--- src/busc_pkg.sv ---
// Constants shared by the bus unit status and counter block.
// Assumes an 8-bit register port and a bit engine on the same clock.
package busc_pkg;
  localparam int AW = 32;
  localparam int DW = 8;
  // Register addresses
  localparam logic [AW-1:0] ADDR_ISR = 32'h0ffff3f0;
  localparam logic [AW-1:0] ADDR_SSR = 32'hfffff3f2;
  localparam logic [AW-1:0] ADDR_SCR = 32'hfffff3f4;
  localparam logic [AW-1:0] ADDR_CCR = 32'h0ffff3f6;
  localparam logic [AW-1:0] ADDR_CKS = 32'hfffff3f8;
  localparam logic [AW-1:0] ADDR_BCR = 32'hfffff3fa;
  localparam logic [AW-1:0] ADDR_DR = 32'hfffff3fc;
  localparam logic [AW-1:0] ADDR_DLR = 32'hfffff3fe;
  // Interrupt status bit positions
  localparam int ISR_ERR = 6;
  localparam int ISR_START = 5;
  localparam int ISR_STATUS = 4;
  localparam int ISR_CEND = 3;
  localparam int ISR_FEND = 2;
  // Bus control bit positions
  localparam int BCR_MREQ = 6;
  localparam int BCR_STX = 4;
  localparam int BCR_SRX = 3;
  // Slave status layout
  localparam logic [1:0] SSR_MODE = 2'h1;
  localparam logic [7:0] SSR_RST = 8'h41;
  // Counter presets
  localparam logic [7:0] FRAME_MAX = 8'h20;
  localparam logic [7:0] STATUS_LEN = 8'h01;
  localparam logic [1:0] OVR_TX_MAX = 2'h2;
  // Bit width limits in timer ticks, per clock select value
  localparam logic [7:0] TW_MIN_LO = 8'h10;
  localparam logic [7:0] TW_MAX_LO = 8'h60;
  localparam logic [7:0] TW_MIN_HI = 8'h20;
  localparam logic [7:0] TW_MAX_HI = 8'hc0;
endpackage : busc_pkg

--- src/busc_status.sv ---
// Status flags, error detection and byte counters of the serial bus unit.
// Assumes a bit engine on i_core_clk giving one-cycle event pulses.
// Overview of operation
// - Communication-end flag sets when success count hits zero; cleared by control bit set.
// - Frame-end flag sets when frame count hits zero; same clear.
// - Eight-bit timer flags bit width outside limits as error.
// - Parity error flags error except data field in individual mode.
// - No parity error interrupt when slave request lost to broadcast.
// - Negative acknowledge in non-data fields errors in individual mode only.
// - Missing next transmit byte at acknowledge flags underrun.
// - Individual overrun withholds acknowledge; frame count drops, success count not.
// - Broadcast overrun stops reception, errors, leaves data register alone.
// - Overrun releases only on data register read or reset.
// - Frame end still raised while overrun held.
// - In overrun no data update; unaddressed traffic raises nothing.
// - Transmission in overrun limited to two bytes, ends in underrun.
// - Slave status reads 41H at reset when unlocked, 45H when locked; mode, enable, lock, held bits.
// - Slave status transmission uses length one set by hardware.
// - Success counter loads length, decrements on data acknowledge.
// - Success counter is nine bits, low eight readable.
// - Frame counter resets to 20H, decrements per byte.
// - Clock select bit picks slow or fast bus timing.
// - Writing zero to end flags does not clear them.
// - Master request bit 6, slave transmit 4, slave receive 3.
module busc_status (
  input wire logic i_core_clk,
  input wire logic i_rst,
  input wire logic i_clk_en,
  input wire logic [busc_pkg::AW-1:0] i_addr,
  input wire logic [busc_pkg::DW-1:0] i_wdata,
  input wire logic i_we,
  input wire logic i_re,
  output logic [busc_pkg::DW-1:0] o_rdata,
  input wire logic i_bus_rx,
  input wire logic i_bit_check_en,
  input wire logic i_comm_start,
  input wire logic i_status_tx,
  input wire logic i_broadcast,
  input wire logic i_receiving,
  input wire logic i_addressed,
  input wire logic i_data_field,
  input wire logic i_byte_done,
  input wire logic i_data_ack,
  input wire logic i_rx_byte_valid,
  input wire logic [busc_pkg::DW-1:0] i_rx_byte,
  input wire logic i_parity_err,
  input wire logic i_nack_rx,
  input wire logic i_arb_lost_bcast,
  input wire logic i_start_evt,
  input wire logic i_status_evt,
  input wire logic i_locked,
  input wire logic i_tx_take,
  output logic [busc_pkg::DW-1:0] o_tx_byte,
  output logic o_ack_enable,
  output logic o_rx_stop,
  output logic o_tx_stop,
  output logic o_clock_select,
  output logic o_data_request_irq,
  output logic o_error_status_irq
);
  import busc_pkg::*;

  typedef struct packed {
    logic [7:0] rdata;
    logic [7:0] dr;
    logic [7:0] message_length_register;
    logic [7:0] bcr;
    logic cks;
    logic err;
    logic start;
    logic status;
    logic cend;
    logic fend;
    logic [8:0] scnt;
    logic [7:0] fcnt;
    logic rx_held;
    logic tx_held;
    logic ovr;
    logic [1:0] otx;
    logic s1;
    logic s2;
    logic s3;
    logic lvl;
    logic [7:0] tmr;
    logic ack_en;
    logic rx_stop;
    logic tx_stop;
    logic dirq;
    logic eirq;
  } busc_st_t;

  localparam busc_st_t RST_ST = '{
    rdata: 8'h00, dr: 8'h00, message_length_register: 8'h00, bcr: 8'h00, cks: 1'b0,
    err: 1'b0, start: 1'b0, status: 1'b0, cend: 1'b0, fend: 1'b0,
    scnt: 9'h000, fcnt: FRAME_MAX, rx_held: SSR_RST[1], tx_held: SSR_RST[0],
    ovr: 1'b0, otx: 2'h0, s1: 1'b1, s2: 1'b1, s3: 1'b1, lvl: 1'b1,
    tmr: 8'h00, ack_en: 1'b1, rx_stop: 1'b0, tx_stop: 1'b0, dirq: 1'b0, eirq: 1'b0};

  busc_st_t st_ff;
  busc_st_t nxt_st;

  logic wr_isr;
  logic wr_bcr;
  logic ctl_set;
  logic dr_read;
  logic held_eff;
  logic edge_seen;
  logic [7:0] tw_min;
  logic [7:0] tw_max;
  logic [8:0] len_load;
  logic [7:0] ssr_val;

  always_comb begin
    nxt_st = st_ff;
    wr_isr = i_we && (i_addr == ADDR_ISR);
    wr_bcr = i_we && (i_addr == ADDR_BCR);
    ctl_set = wr_bcr && (i_wdata[BCR_MREQ] || i_wdata[BCR_STX] || i_wdata[BCR_SRX]);
    dr_read = i_re && (i_addr == ADDR_DR);
    held_eff = st_ff.rx_held && !dr_read;
    tw_min = st_ff.cks ? TW_MIN_HI : TW_MIN_LO;
    tw_max = st_ff.cks ? TW_MAX_HI : TW_MAX_LO;
    len_load = (st_ff.message_length_register == 8'h00) ? 9'h100 : {1'b0, st_ff.message_length_register};
    if (i_status_tx) begin
      len_load = {1'b0, STATUS_LEN};
    end
    ssr_val = {SSR_MODE, 1'b0, st_ff.bcr[BCR_STX], 1'b0, i_locked, st_ff.rx_held, st_ff.tx_held};

    // Register writes
    if (wr_bcr) begin
      nxt_st.bcr = i_wdata;
    end
    if (i_we && (i_addr == ADDR_CKS)) begin
      nxt_st.cks = i_wdata[0];
    end
    if (i_we && (i_addr == ADDR_DLR)) begin
      nxt_st.message_length_register = i_wdata;
    end
    if (i_we && (i_addr == ADDR_DR)) begin
      nxt_st.dr = i_wdata;
      nxt_st.tx_held = 1'b1;
    end
    if (i_tx_take) begin
      nxt_st.tx_held = 1'b0;
    end
    // Any byte write clears the software-cleared flags; sets below win
    if (wr_isr) begin
      nxt_st.err = 1'b0;
      nxt_st.start = 1'b0;
      nxt_st.status = 1'b0;
    end
    // End flags ignore the status write and clear only on a control bit set
    if (ctl_set) begin
      nxt_st.cend = 1'b0;
      nxt_st.fend = 1'b0;
    end
    if (i_start_evt) begin
      nxt_st.start = 1'b1;
    end
    if (i_status_evt) begin
      nxt_st.status = 1'b1;
    end

    // Overrun release on data register read
    if (dr_read) begin
      nxt_st.rx_held = 1'b0;
      nxt_st.ovr = 1'b0;
    end

    // Counters
    if (i_comm_start) begin
      nxt_st.scnt = len_load;
      nxt_st.fcnt = FRAME_MAX;
      nxt_st.otx = 2'h0;
    end else begin
      if (i_data_ack && i_data_field && (st_ff.scnt != 9'h000) && !(i_receiving && st_ff.ovr)) begin
        nxt_st.scnt = st_ff.scnt - 9'h001;
        if (st_ff.scnt == 9'h001) begin
          nxt_st.cend = 1'b1;
        end
      end
      if (i_byte_done && (st_ff.fcnt != 8'h00)) begin
        nxt_st.fcnt = st_ff.fcnt - 8'h01;
        if (st_ff.fcnt == 8'h01) begin
          nxt_st.fend = 1'b1;
        end
      end
      if (i_byte_done && !i_receiving && st_ff.ovr && (st_ff.otx != OVR_TX_MAX)) begin
        nxt_st.otx = st_ff.otx + 2'h1;
      end
    end

    // Reception and overrun
    nxt_st.rx_stop = 1'b0;
    if (i_rx_byte_valid && i_addressed) begin
      if (held_eff || st_ff.ovr) begin
        nxt_st.ovr = 1'b1;
        nxt_st.rx_held = 1'b1;
        if (i_broadcast) begin
          nxt_st.err = 1'b1;
          nxt_st.rx_stop = 1'b1;
        end
      end else begin
        nxt_st.dr = i_rx_byte;
        nxt_st.rx_held = 1'b1;
      end
    end

    // Error triggers
    if (i_parity_err && (!i_data_field || i_broadcast) && !i_arb_lost_bcast) begin
      nxt_st.err = 1'b1;
    end
    if (i_nack_rx && !i_data_field && !i_broadcast) begin
      nxt_st.err = 1'b1;
    end
    if (i_data_ack && i_data_field && !i_receiving && !st_ff.tx_held && (st_ff.scnt > 9'h001)) begin
      nxt_st.err = 1'b1;
    end

    // Bit width timer on the synchronised line
    nxt_st.s1 = i_bus_rx;
    nxt_st.s2 = st_ff.s1;
    nxt_st.s3 = st_ff.s2;
    edge_seen = (st_ff.s2 == st_ff.s3) && (st_ff.s2 != st_ff.lvl);
    if (edge_seen) begin
      nxt_st.lvl = st_ff.s2;
    end
    if (!i_bit_check_en) begin
      nxt_st.tmr = 8'h00;
    end else if (edge_seen) begin
      nxt_st.tmr = 8'h00;
      if (st_ff.tmr < tw_min) begin
        nxt_st.err = 1'b1;
      end
    end else if (st_ff.tmr != tw_max) begin
      nxt_st.tmr = st_ff.tmr + 8'h01;
      if (st_ff.tmr == (tw_max - 8'h01)) begin
        nxt_st.err = 1'b1;
      end
    end

    // Read port: data valid only in the cycle after the strobe
    nxt_st.rdata = 8'h00;
    if (i_re) begin
      case (i_addr)
        ADDR_ISR: nxt_st.rdata = {1'b0, st_ff.err, st_ff.start, st_ff.status, st_ff.cend, st_ff.fend, 2'b00};
        ADDR_SSR: nxt_st.rdata = ssr_val;
        ADDR_SCR: nxt_st.rdata = st_ff.scnt[7:0];
        ADDR_CCR: nxt_st.rdata = st_ff.fcnt;
        ADDR_CKS: nxt_st.rdata = {7'h00, st_ff.cks};
        ADDR_BCR: nxt_st.rdata = st_ff.bcr;
        ADDR_DR: nxt_st.rdata = st_ff.dr;
        ADDR_DLR: nxt_st.rdata = st_ff.message_length_register;
        default: nxt_st.rdata = 8'h00;
      endcase
    end

    // Outputs
    nxt_st.ack_en = !nxt_st.ovr;
    nxt_st.tx_stop = nxt_st.ovr && (nxt_st.otx == OVR_TX_MAX);
    // No write request while in overrun, so software cannot refill and underrun follows
    nxt_st.dirq = nxt_st.rx_held || (!i_receiving && i_data_field && !nxt_st.tx_held && !nxt_st.ovr);
    nxt_st.eirq = nxt_st.err || nxt_st.start || nxt_st.status || nxt_st.cend || nxt_st.fend;
  end

  always_ff @(posedge i_core_clk or posedge i_rst) begin
    if (i_rst) begin
      st_ff <= RST_ST;
    end else if (i_clk_en) begin
      st_ff <= nxt_st;
    end
  end

  assign o_rdata = st_ff.rdata;
  assign o_tx_byte = st_ff.dr;
  assign o_ack_enable = st_ff.ack_en;
  assign o_rx_stop = st_ff.rx_stop;
  assign o_tx_stop = st_ff.tx_stop;
  assign o_clock_select = st_ff.cks;
  assign o_data_request_irq = st_ff.dirq;
  assign o_error_status_irq = st_ff.eirq;
endmodule : busc_status

--- config.mk ---
export PLATFORM = sky130hd
export DESIGN_NAME = busc_status
export DESIGN_NICKNAME = d
export VERILOG_FILES = /design/src/busc_pkg.sv /design/src/busc_status.sv
export SDC_FILE = /design/constraint.sdc
export NUM_CORES = 1
export LEC_CHECK = 0
export ABC_AREA = 1
export BUFFER_PORTS_ARGS = -buffer_cell sky130_fd_sc_hd__buf_2
export CAP_MARGIN = 20
export CORE_ASPECT_RATIO = 1.4
export CORE_MARGIN = 5
export CORE_UTILIZATION = 58
export CTS_BUF_LIST = sky130_fd_sc_hd__clkbuf_8
export DETAILED_ROUTE_END_ITERATION = 10
export GPL_TIMING_DRIVEN = 0
export HOLD_SLACK_MARGIN = 0.12
export PLACE_DENSITY = 0.83
export SETUP_SLACK_MARGIN = 0.2
export SLEW_MARGIN = 10
export SYNTH_ARGS = -nofsm -noshare
export SYNTH_HDL_FRONTEND = slang
export SYNTH_SLANG_ARGS = --single-unit
--- constraint.sdc ---
create_clock -name i_core_clk -period 2.3 [get_ports i_core_clk]
set_clock_uncertainty 0.05 [all_clocks]
set_input_delay 0.115 -clock i_core_clk [delete_from_list [all_inputs] [get_ports i_core_clk]]
set_output_delay 0.115 -clock i_core_clk [all_outputs]
set_load 0.02 [all_outputs]
# --- Word-level counts from Yosys, hierarchy flattened ---
# Index checks and enable logic that the tools add are counted.
classes:
  n_eq_ne: 17
  n_addsub: 5
  muxes: 47
  order_cmp: 2
  reduce_logical: 59
ops:
  columns: ["operator", "n"]
  rows:
  - ["== test 32 bit (second input constant)", 6]
  - ["two-way mux 8 bit", 9]
  - ["== test 32 x 28 -> 1 bit (second input constant)", 2]
  - ["one-hot mux 8 bit (8 select lines)", 1]
  - ["logical AND 1 bit", 29]
  - ["two-way mux 1 bit", 27]
  - ["two-way mux 9 bit", 3]
  - ["two-way mux 17 bit", 1]
  - ["subtractor 8 x 1 -> 8 bit (second input constant)", 2]
  - ["AND reduction 2 bit", 7]
  - ["== test 9 x 1 -> 1 bit (second input constant)", 1]
  - ["greater-than comparator 9 x 1 -> 1 bit (second input constant)", 1]
  - ["zero test 1 bit", 9]
  - ["logical OR 1 bit", 9]
  - ["nonzero test 9 bit", 1]
  - ["subtractor 9 x 1 -> 9 bit (second input constant)", 1]
  - ["adder 8 x 1 -> 8 bit (second input constant)", 1]
  - ["== test 8 x 1 -> 1 bit (second input constant)", 1]
  - ["== test 8 bit", 1]
  - ["zero test 8 bit", 1]
  - ["less-than comparator 8 x 6 -> 1 bit", 1]
  - ["two-way mux 2 bit", 4]
  - ["!= test 8 bit", 1]
  - ["nonzero test 8 bit", 1]
  - ["9 further kinds", 10]
word_totals:
  ff_bits: 77
  in_bits: 71

# --- Depth between registers and ports, before layout ---
logic_depth:
  ltp_word: 18
  mapped_depth: 13
  ltp_nobuf: 13

# --- Least setup slack after synthesis ---
# No wires, ideal clock.
synth_timing:
  path_kind: "reg2reg"
  startpoint: "register st_ff, in the netlist o_clock_select"
  endpoint: "register st_ff[10] in the netlist's numbering"
  arrival_ns: 1.731
  setup_time_ns: 0.119
  path_slack_ns: 0.400
  required_ns: 2.131
  path_stages_with_launch: 10
  cell_sequence: "dfrtp_1 -> inv_1 -> ha_1 -> inv_1 -> nand3_1 -> o21ai_1 -> nand2_1 -> nand3_1 -> nor2_1 -> o21a_1"
synth_via:
  elab_chain_len: 4
synth_lines:
  columns: ["item", "line", "source"]
  rows:
  - ["from (decl)", "busc_status.sv:99", "busc_st_t st_ff;"]
  - ["from (signal assigned)", "busc_status.sv:269", "st_ff <= nxt_st;"]
  - ["two-way mux 8 bit", "busc_status.sv:121", "tw_max = st_ff.cks ? TW_MAX_HI : TW_MAX_LO;"]
  - ["!= test 8 bit", "busc_status.sv:234", "end else if (st_ff.tmr != tw_max) begin"]
  - ["!= test 3 x 1 -> 1 bit (no line)", null, null]
  - ["AND reduction 2 bit (no line)", null, null]
# Every way passes these cells.
# A chain may end at the register's enable or synchronous reset.

# --- Worst setup path in the final report ---
# Same ends and word-level chain as after synthesis.

==> impl_metrics.py <==
metrics = {
    "yosys": {
        "syn_area_sq_mm": 0.00512,
        "synth_edf_count": 0,
        "yosys_warnings": 0,
        "synth-simple-area-share_pct": 37.0,
        "synth.largest_area_cell": "dfrtp_1",
        "synth.area.top_cells": "dfrtp_1 (34%), nand2_1 (18%), inv_1 (7.8%)",
        "synthFlopType": "dfrtp_1",
        "synth_compound_area_share_pct": 10.4,
        "syn-num-nets": 845,
        "synthMuxAreaShare_pct": 0,
        "post_synth.cell_area_avg_sq_um": 6.69,
        "synthCells": 766,
        "yosys.area_share.adder_pct": 1.95,
        "synth_top_family_by_area": "simple AND/OR/NAND/NOR gates",
        "synth_xor_area_share_pct": 0.684,
        "yosysTopAreaCellShare_pct": 34.2,
        "synth_seq_cells": 77,
        "ys_types": 37,
        "ys_async_sr_fraction_pct": 100,
        "ys_seq_area_share_pct": 37.8,
    },
    "global_routing": {
        "grt-ovfl-total": 0,
        "grt_pass1_vias": 5398,
        "grt_pass1_wl_microns": 23800,
        "antenna_found_initial": 1,
        "track_usage_pct": 28.5,
        "grt_max_degree": 32,
    },
    "timing": {
        "slew-limit-headroom_pct": 66.7,
        "layout_min_cycle_time_ns": 2.03,
        "worst_slew_pin_slew_ns": 0.500,
        "fin_tns_setup_ns": 0,
        "post-route-period-util_pct": 88.1,
        "max_freq_mhz": 493,
        "hold_viol_final": 0,
        "maxSlewViolCount": 0,
        "rsz0062_at_grt": "yes",
        "finalSetupViolCount": 0,
    },
    "floorplan": {
        "io_pins": 93,
        "rows": 40,
        "chipHeight_microns": 121,
        "die-area_sq_mm": 0.0108,
        "coreArea_sq_mm": 0.00861,
        "initial_utilization_pct": 59.5,
        "die_w_microns": 89.4,
    },
    "critical_path": {
        "ff2ff_setup_slack_ns": 0.27,
        "critical_path_class": "register to register",
        "cp_max_fo": 7,
        "arrival_ns": 2.23,
        "end_kind": "register",
        "critPathLaunchType": "register",
        "cp.required_ns": 2.51,
    },
    "hold_path": {
        "hold_class": "input pin to register",
    },
    "power_and_ir_drop": {
        "power.density_mw_per_mm2": 648,
        "intPower_mw": 2.55,
        "pwr-share-comb_pct": 31.0,
        "clockPowerShare_pct": 25.2,
        "switching_power_mw": 1.49,
        "power_mw": 4.04,
        "swShare_pct": 36.9,
        "p_leak_nw": 3.42,
        "p_seq_share_pct": 43.8,
        "peakVddDrop_uv": 429,
    },
    "route": {
        "num_vias": 5318,
        "drt_iter0_drc": 283,
        "wire_per_inst_microns": 14.6,
        "drt_wl_total_microns": 14700,
        "drc": 0,
        "viasPerCell": 5.27,
        "first_pass_iters": 4,
        "ant_nets": 0,
    },
    "cells_and_area": {
        "area_growth_pct": 21.7,
        "design_area_sq_mm": 0.00623,
        "fin_cells": 1009,
        "num-nets-final": 977,
        "drive_above_1_share_pct": 19.5,
    },
    "clock_network": {
        "worstSkewPairLatency_ns": 0.36,
        "ctsRootBufferMaster": "clkbuf_8",
        "clkTransAtPathRegs_ns": 0.08,
        "cts_tree": "built",
        "htreeDepth": 3,
        "clockBufferDepth": 2,
        "cts_sinks": 77,
        "cts_buffers": 9,
    },
    "placement": {
        "placed_cell_area_sq_mm": 0.00575,
        "place_congestion": 0.996,
        "dp.cells": 963,
        "portBuffers": 90,
        "hpwl_microns": 11500,
    },
    "run_status": {
        "status": "finished clean",
    },
    "run": {
        "cap_violations": 0,
    },
}
kinds of logic after synthesis:
logic type	Yosys count
xor gates and xnor gates	4
DFF	77
and+or+nand+nor	435
AOI/OAI and AO/OA	99
buffers and inverters	143
adders and majority gates	8
worst max-delay path: stages (launching register included):
cell and delay, ns:
dfrtp_1 0.47, inv_1 0.14, ha_1 0.32, inv_1 0.09
nand3_1 0.10, o21ai_2 0.22, nand2_1 0.18, nand3_1 0.14
nor2_1 0.05, o21a_1 0.16
power groups by stage:
| stage | clock network, mW | registers [mW] | logic (mW) |
|---|---|---|---|
| CTS | 1.03 | 1.77 | 1.21 |
| floorplan | 0 | 1.74 | 0.840 |
| detailed placement | 0 | 1.79 | 1.17 |
| global route | 1.10 | 1.79 | 1.41 |
| finish | 1.02 | 1.77 | 1.25 |
| global placement | 0 | 1.78 | 1.11 |
area by class of cell:
type | count | area, sq um
plain buffers | 32 | 206
multi-input cells | 546 | 2570
inverters | 111 | 420
well taps | 105 | 131
clock inverters | 7 | 67.6
diodes | 1 | 2.50
repair buffers | 121 | 773
flip-flops and latches | 77 | 1940
clock buffers | 9 | 124
fillers | 709 | 2370
cell usage in the layout (no fill, tap or decap), drive strengths merged, types with 3 or more instances in the layout:
| master | n |
|---|---|
| nand2 | 255 |
| buf | 123 |
| inv | 110 |
| nor2 | 104 |
| dfrtp | 70 |
| o21ai | 67 |
| nand3 | 64 |
| dlygate4sd3 | 26 |
| a21oi | 17 |
| clkbuf | 13 |
| ha | 8 |
| dfstp | 7 |
| nand4 | 7 |
| o31ai | 4 |
| xor2 | 4 |
| clkinv | 4 |
| o21a | 3 |
| a31oi | 3 |
| clkinvlp | 3 |
| and2 | 3 |
path summary, 6_finish.rpt:
kind                                     start         end  depth (start not counted)
worst max-delay path            o_clock_select   st_ff[10]                          9
worst min-delay path                  i_locked  o_rdata[2]                          7
worst max register to register  o_clock_select   st_ff[10]                          9
worst min register to register      nxt_st[15]  nxt_st[15]                          2
max in group asynchronous                i_rst   st_ff[27]                          4
min in group asynchronous                i_rst   o_rx_stop                          3
flip-flops by register name, indices dropped and copies added (netlist names):
register / flops
o_rdata: 8
o_error_status_irq: 1
o_tx_byte: 8
st_ff: 50
nxt_st: 2
o_ack_enable: 1
ssr_val: 3
o_data_request_irq: 1
o_clock_select: 1
o_rx_stop: 1
o_tx_stop: 1
synthesized netlist by cell type, drive strengths merged (2+ instances only):
master,instances
nand2,255
dfrtp,70
o21a,3
a21oi,17
o21bai,2
nand3,64
o21ai,67
clkinv,2
buf,28
clkbuf,4
a31oi,3
nand4,7
o22ai,2
xor2,4
and2,3
o31ai,4
dfstp,7
nor2,104
inv,109
ha,8
stage by stage:
stage / setup slack [ns] / hold WS [ns] / util (%)
final: 0.273 / 0.160 / 72.4
after global routing: 0.197 / 0.198 / 72.4
after CTS: 0.222 / 0.138 / 72.0
after detailed placement: 0.254 / 0.117 / 66.8
after global placement: 0.309 / 0.273 / 66.3
after floorplan: 0.400 / 0.160 / -
metal layers:
layer	vias up	part of all wire [%]	GRT usage, %
met3	49	4.4	3.67
li1	2637	-	-
met1	2456	38	31.0
met4	0	4.8	17.8
met5	-	0	0
met2	176	53	50.4
repair_timing:
item	CTS	global route
buffers inserted	0	3
endpoints found under the setup margin	0	14
endpoints found under the hold margin	116	0
resized for setup	0	5
hold buffers	26	0
Power figures use the tool's default switching activity.
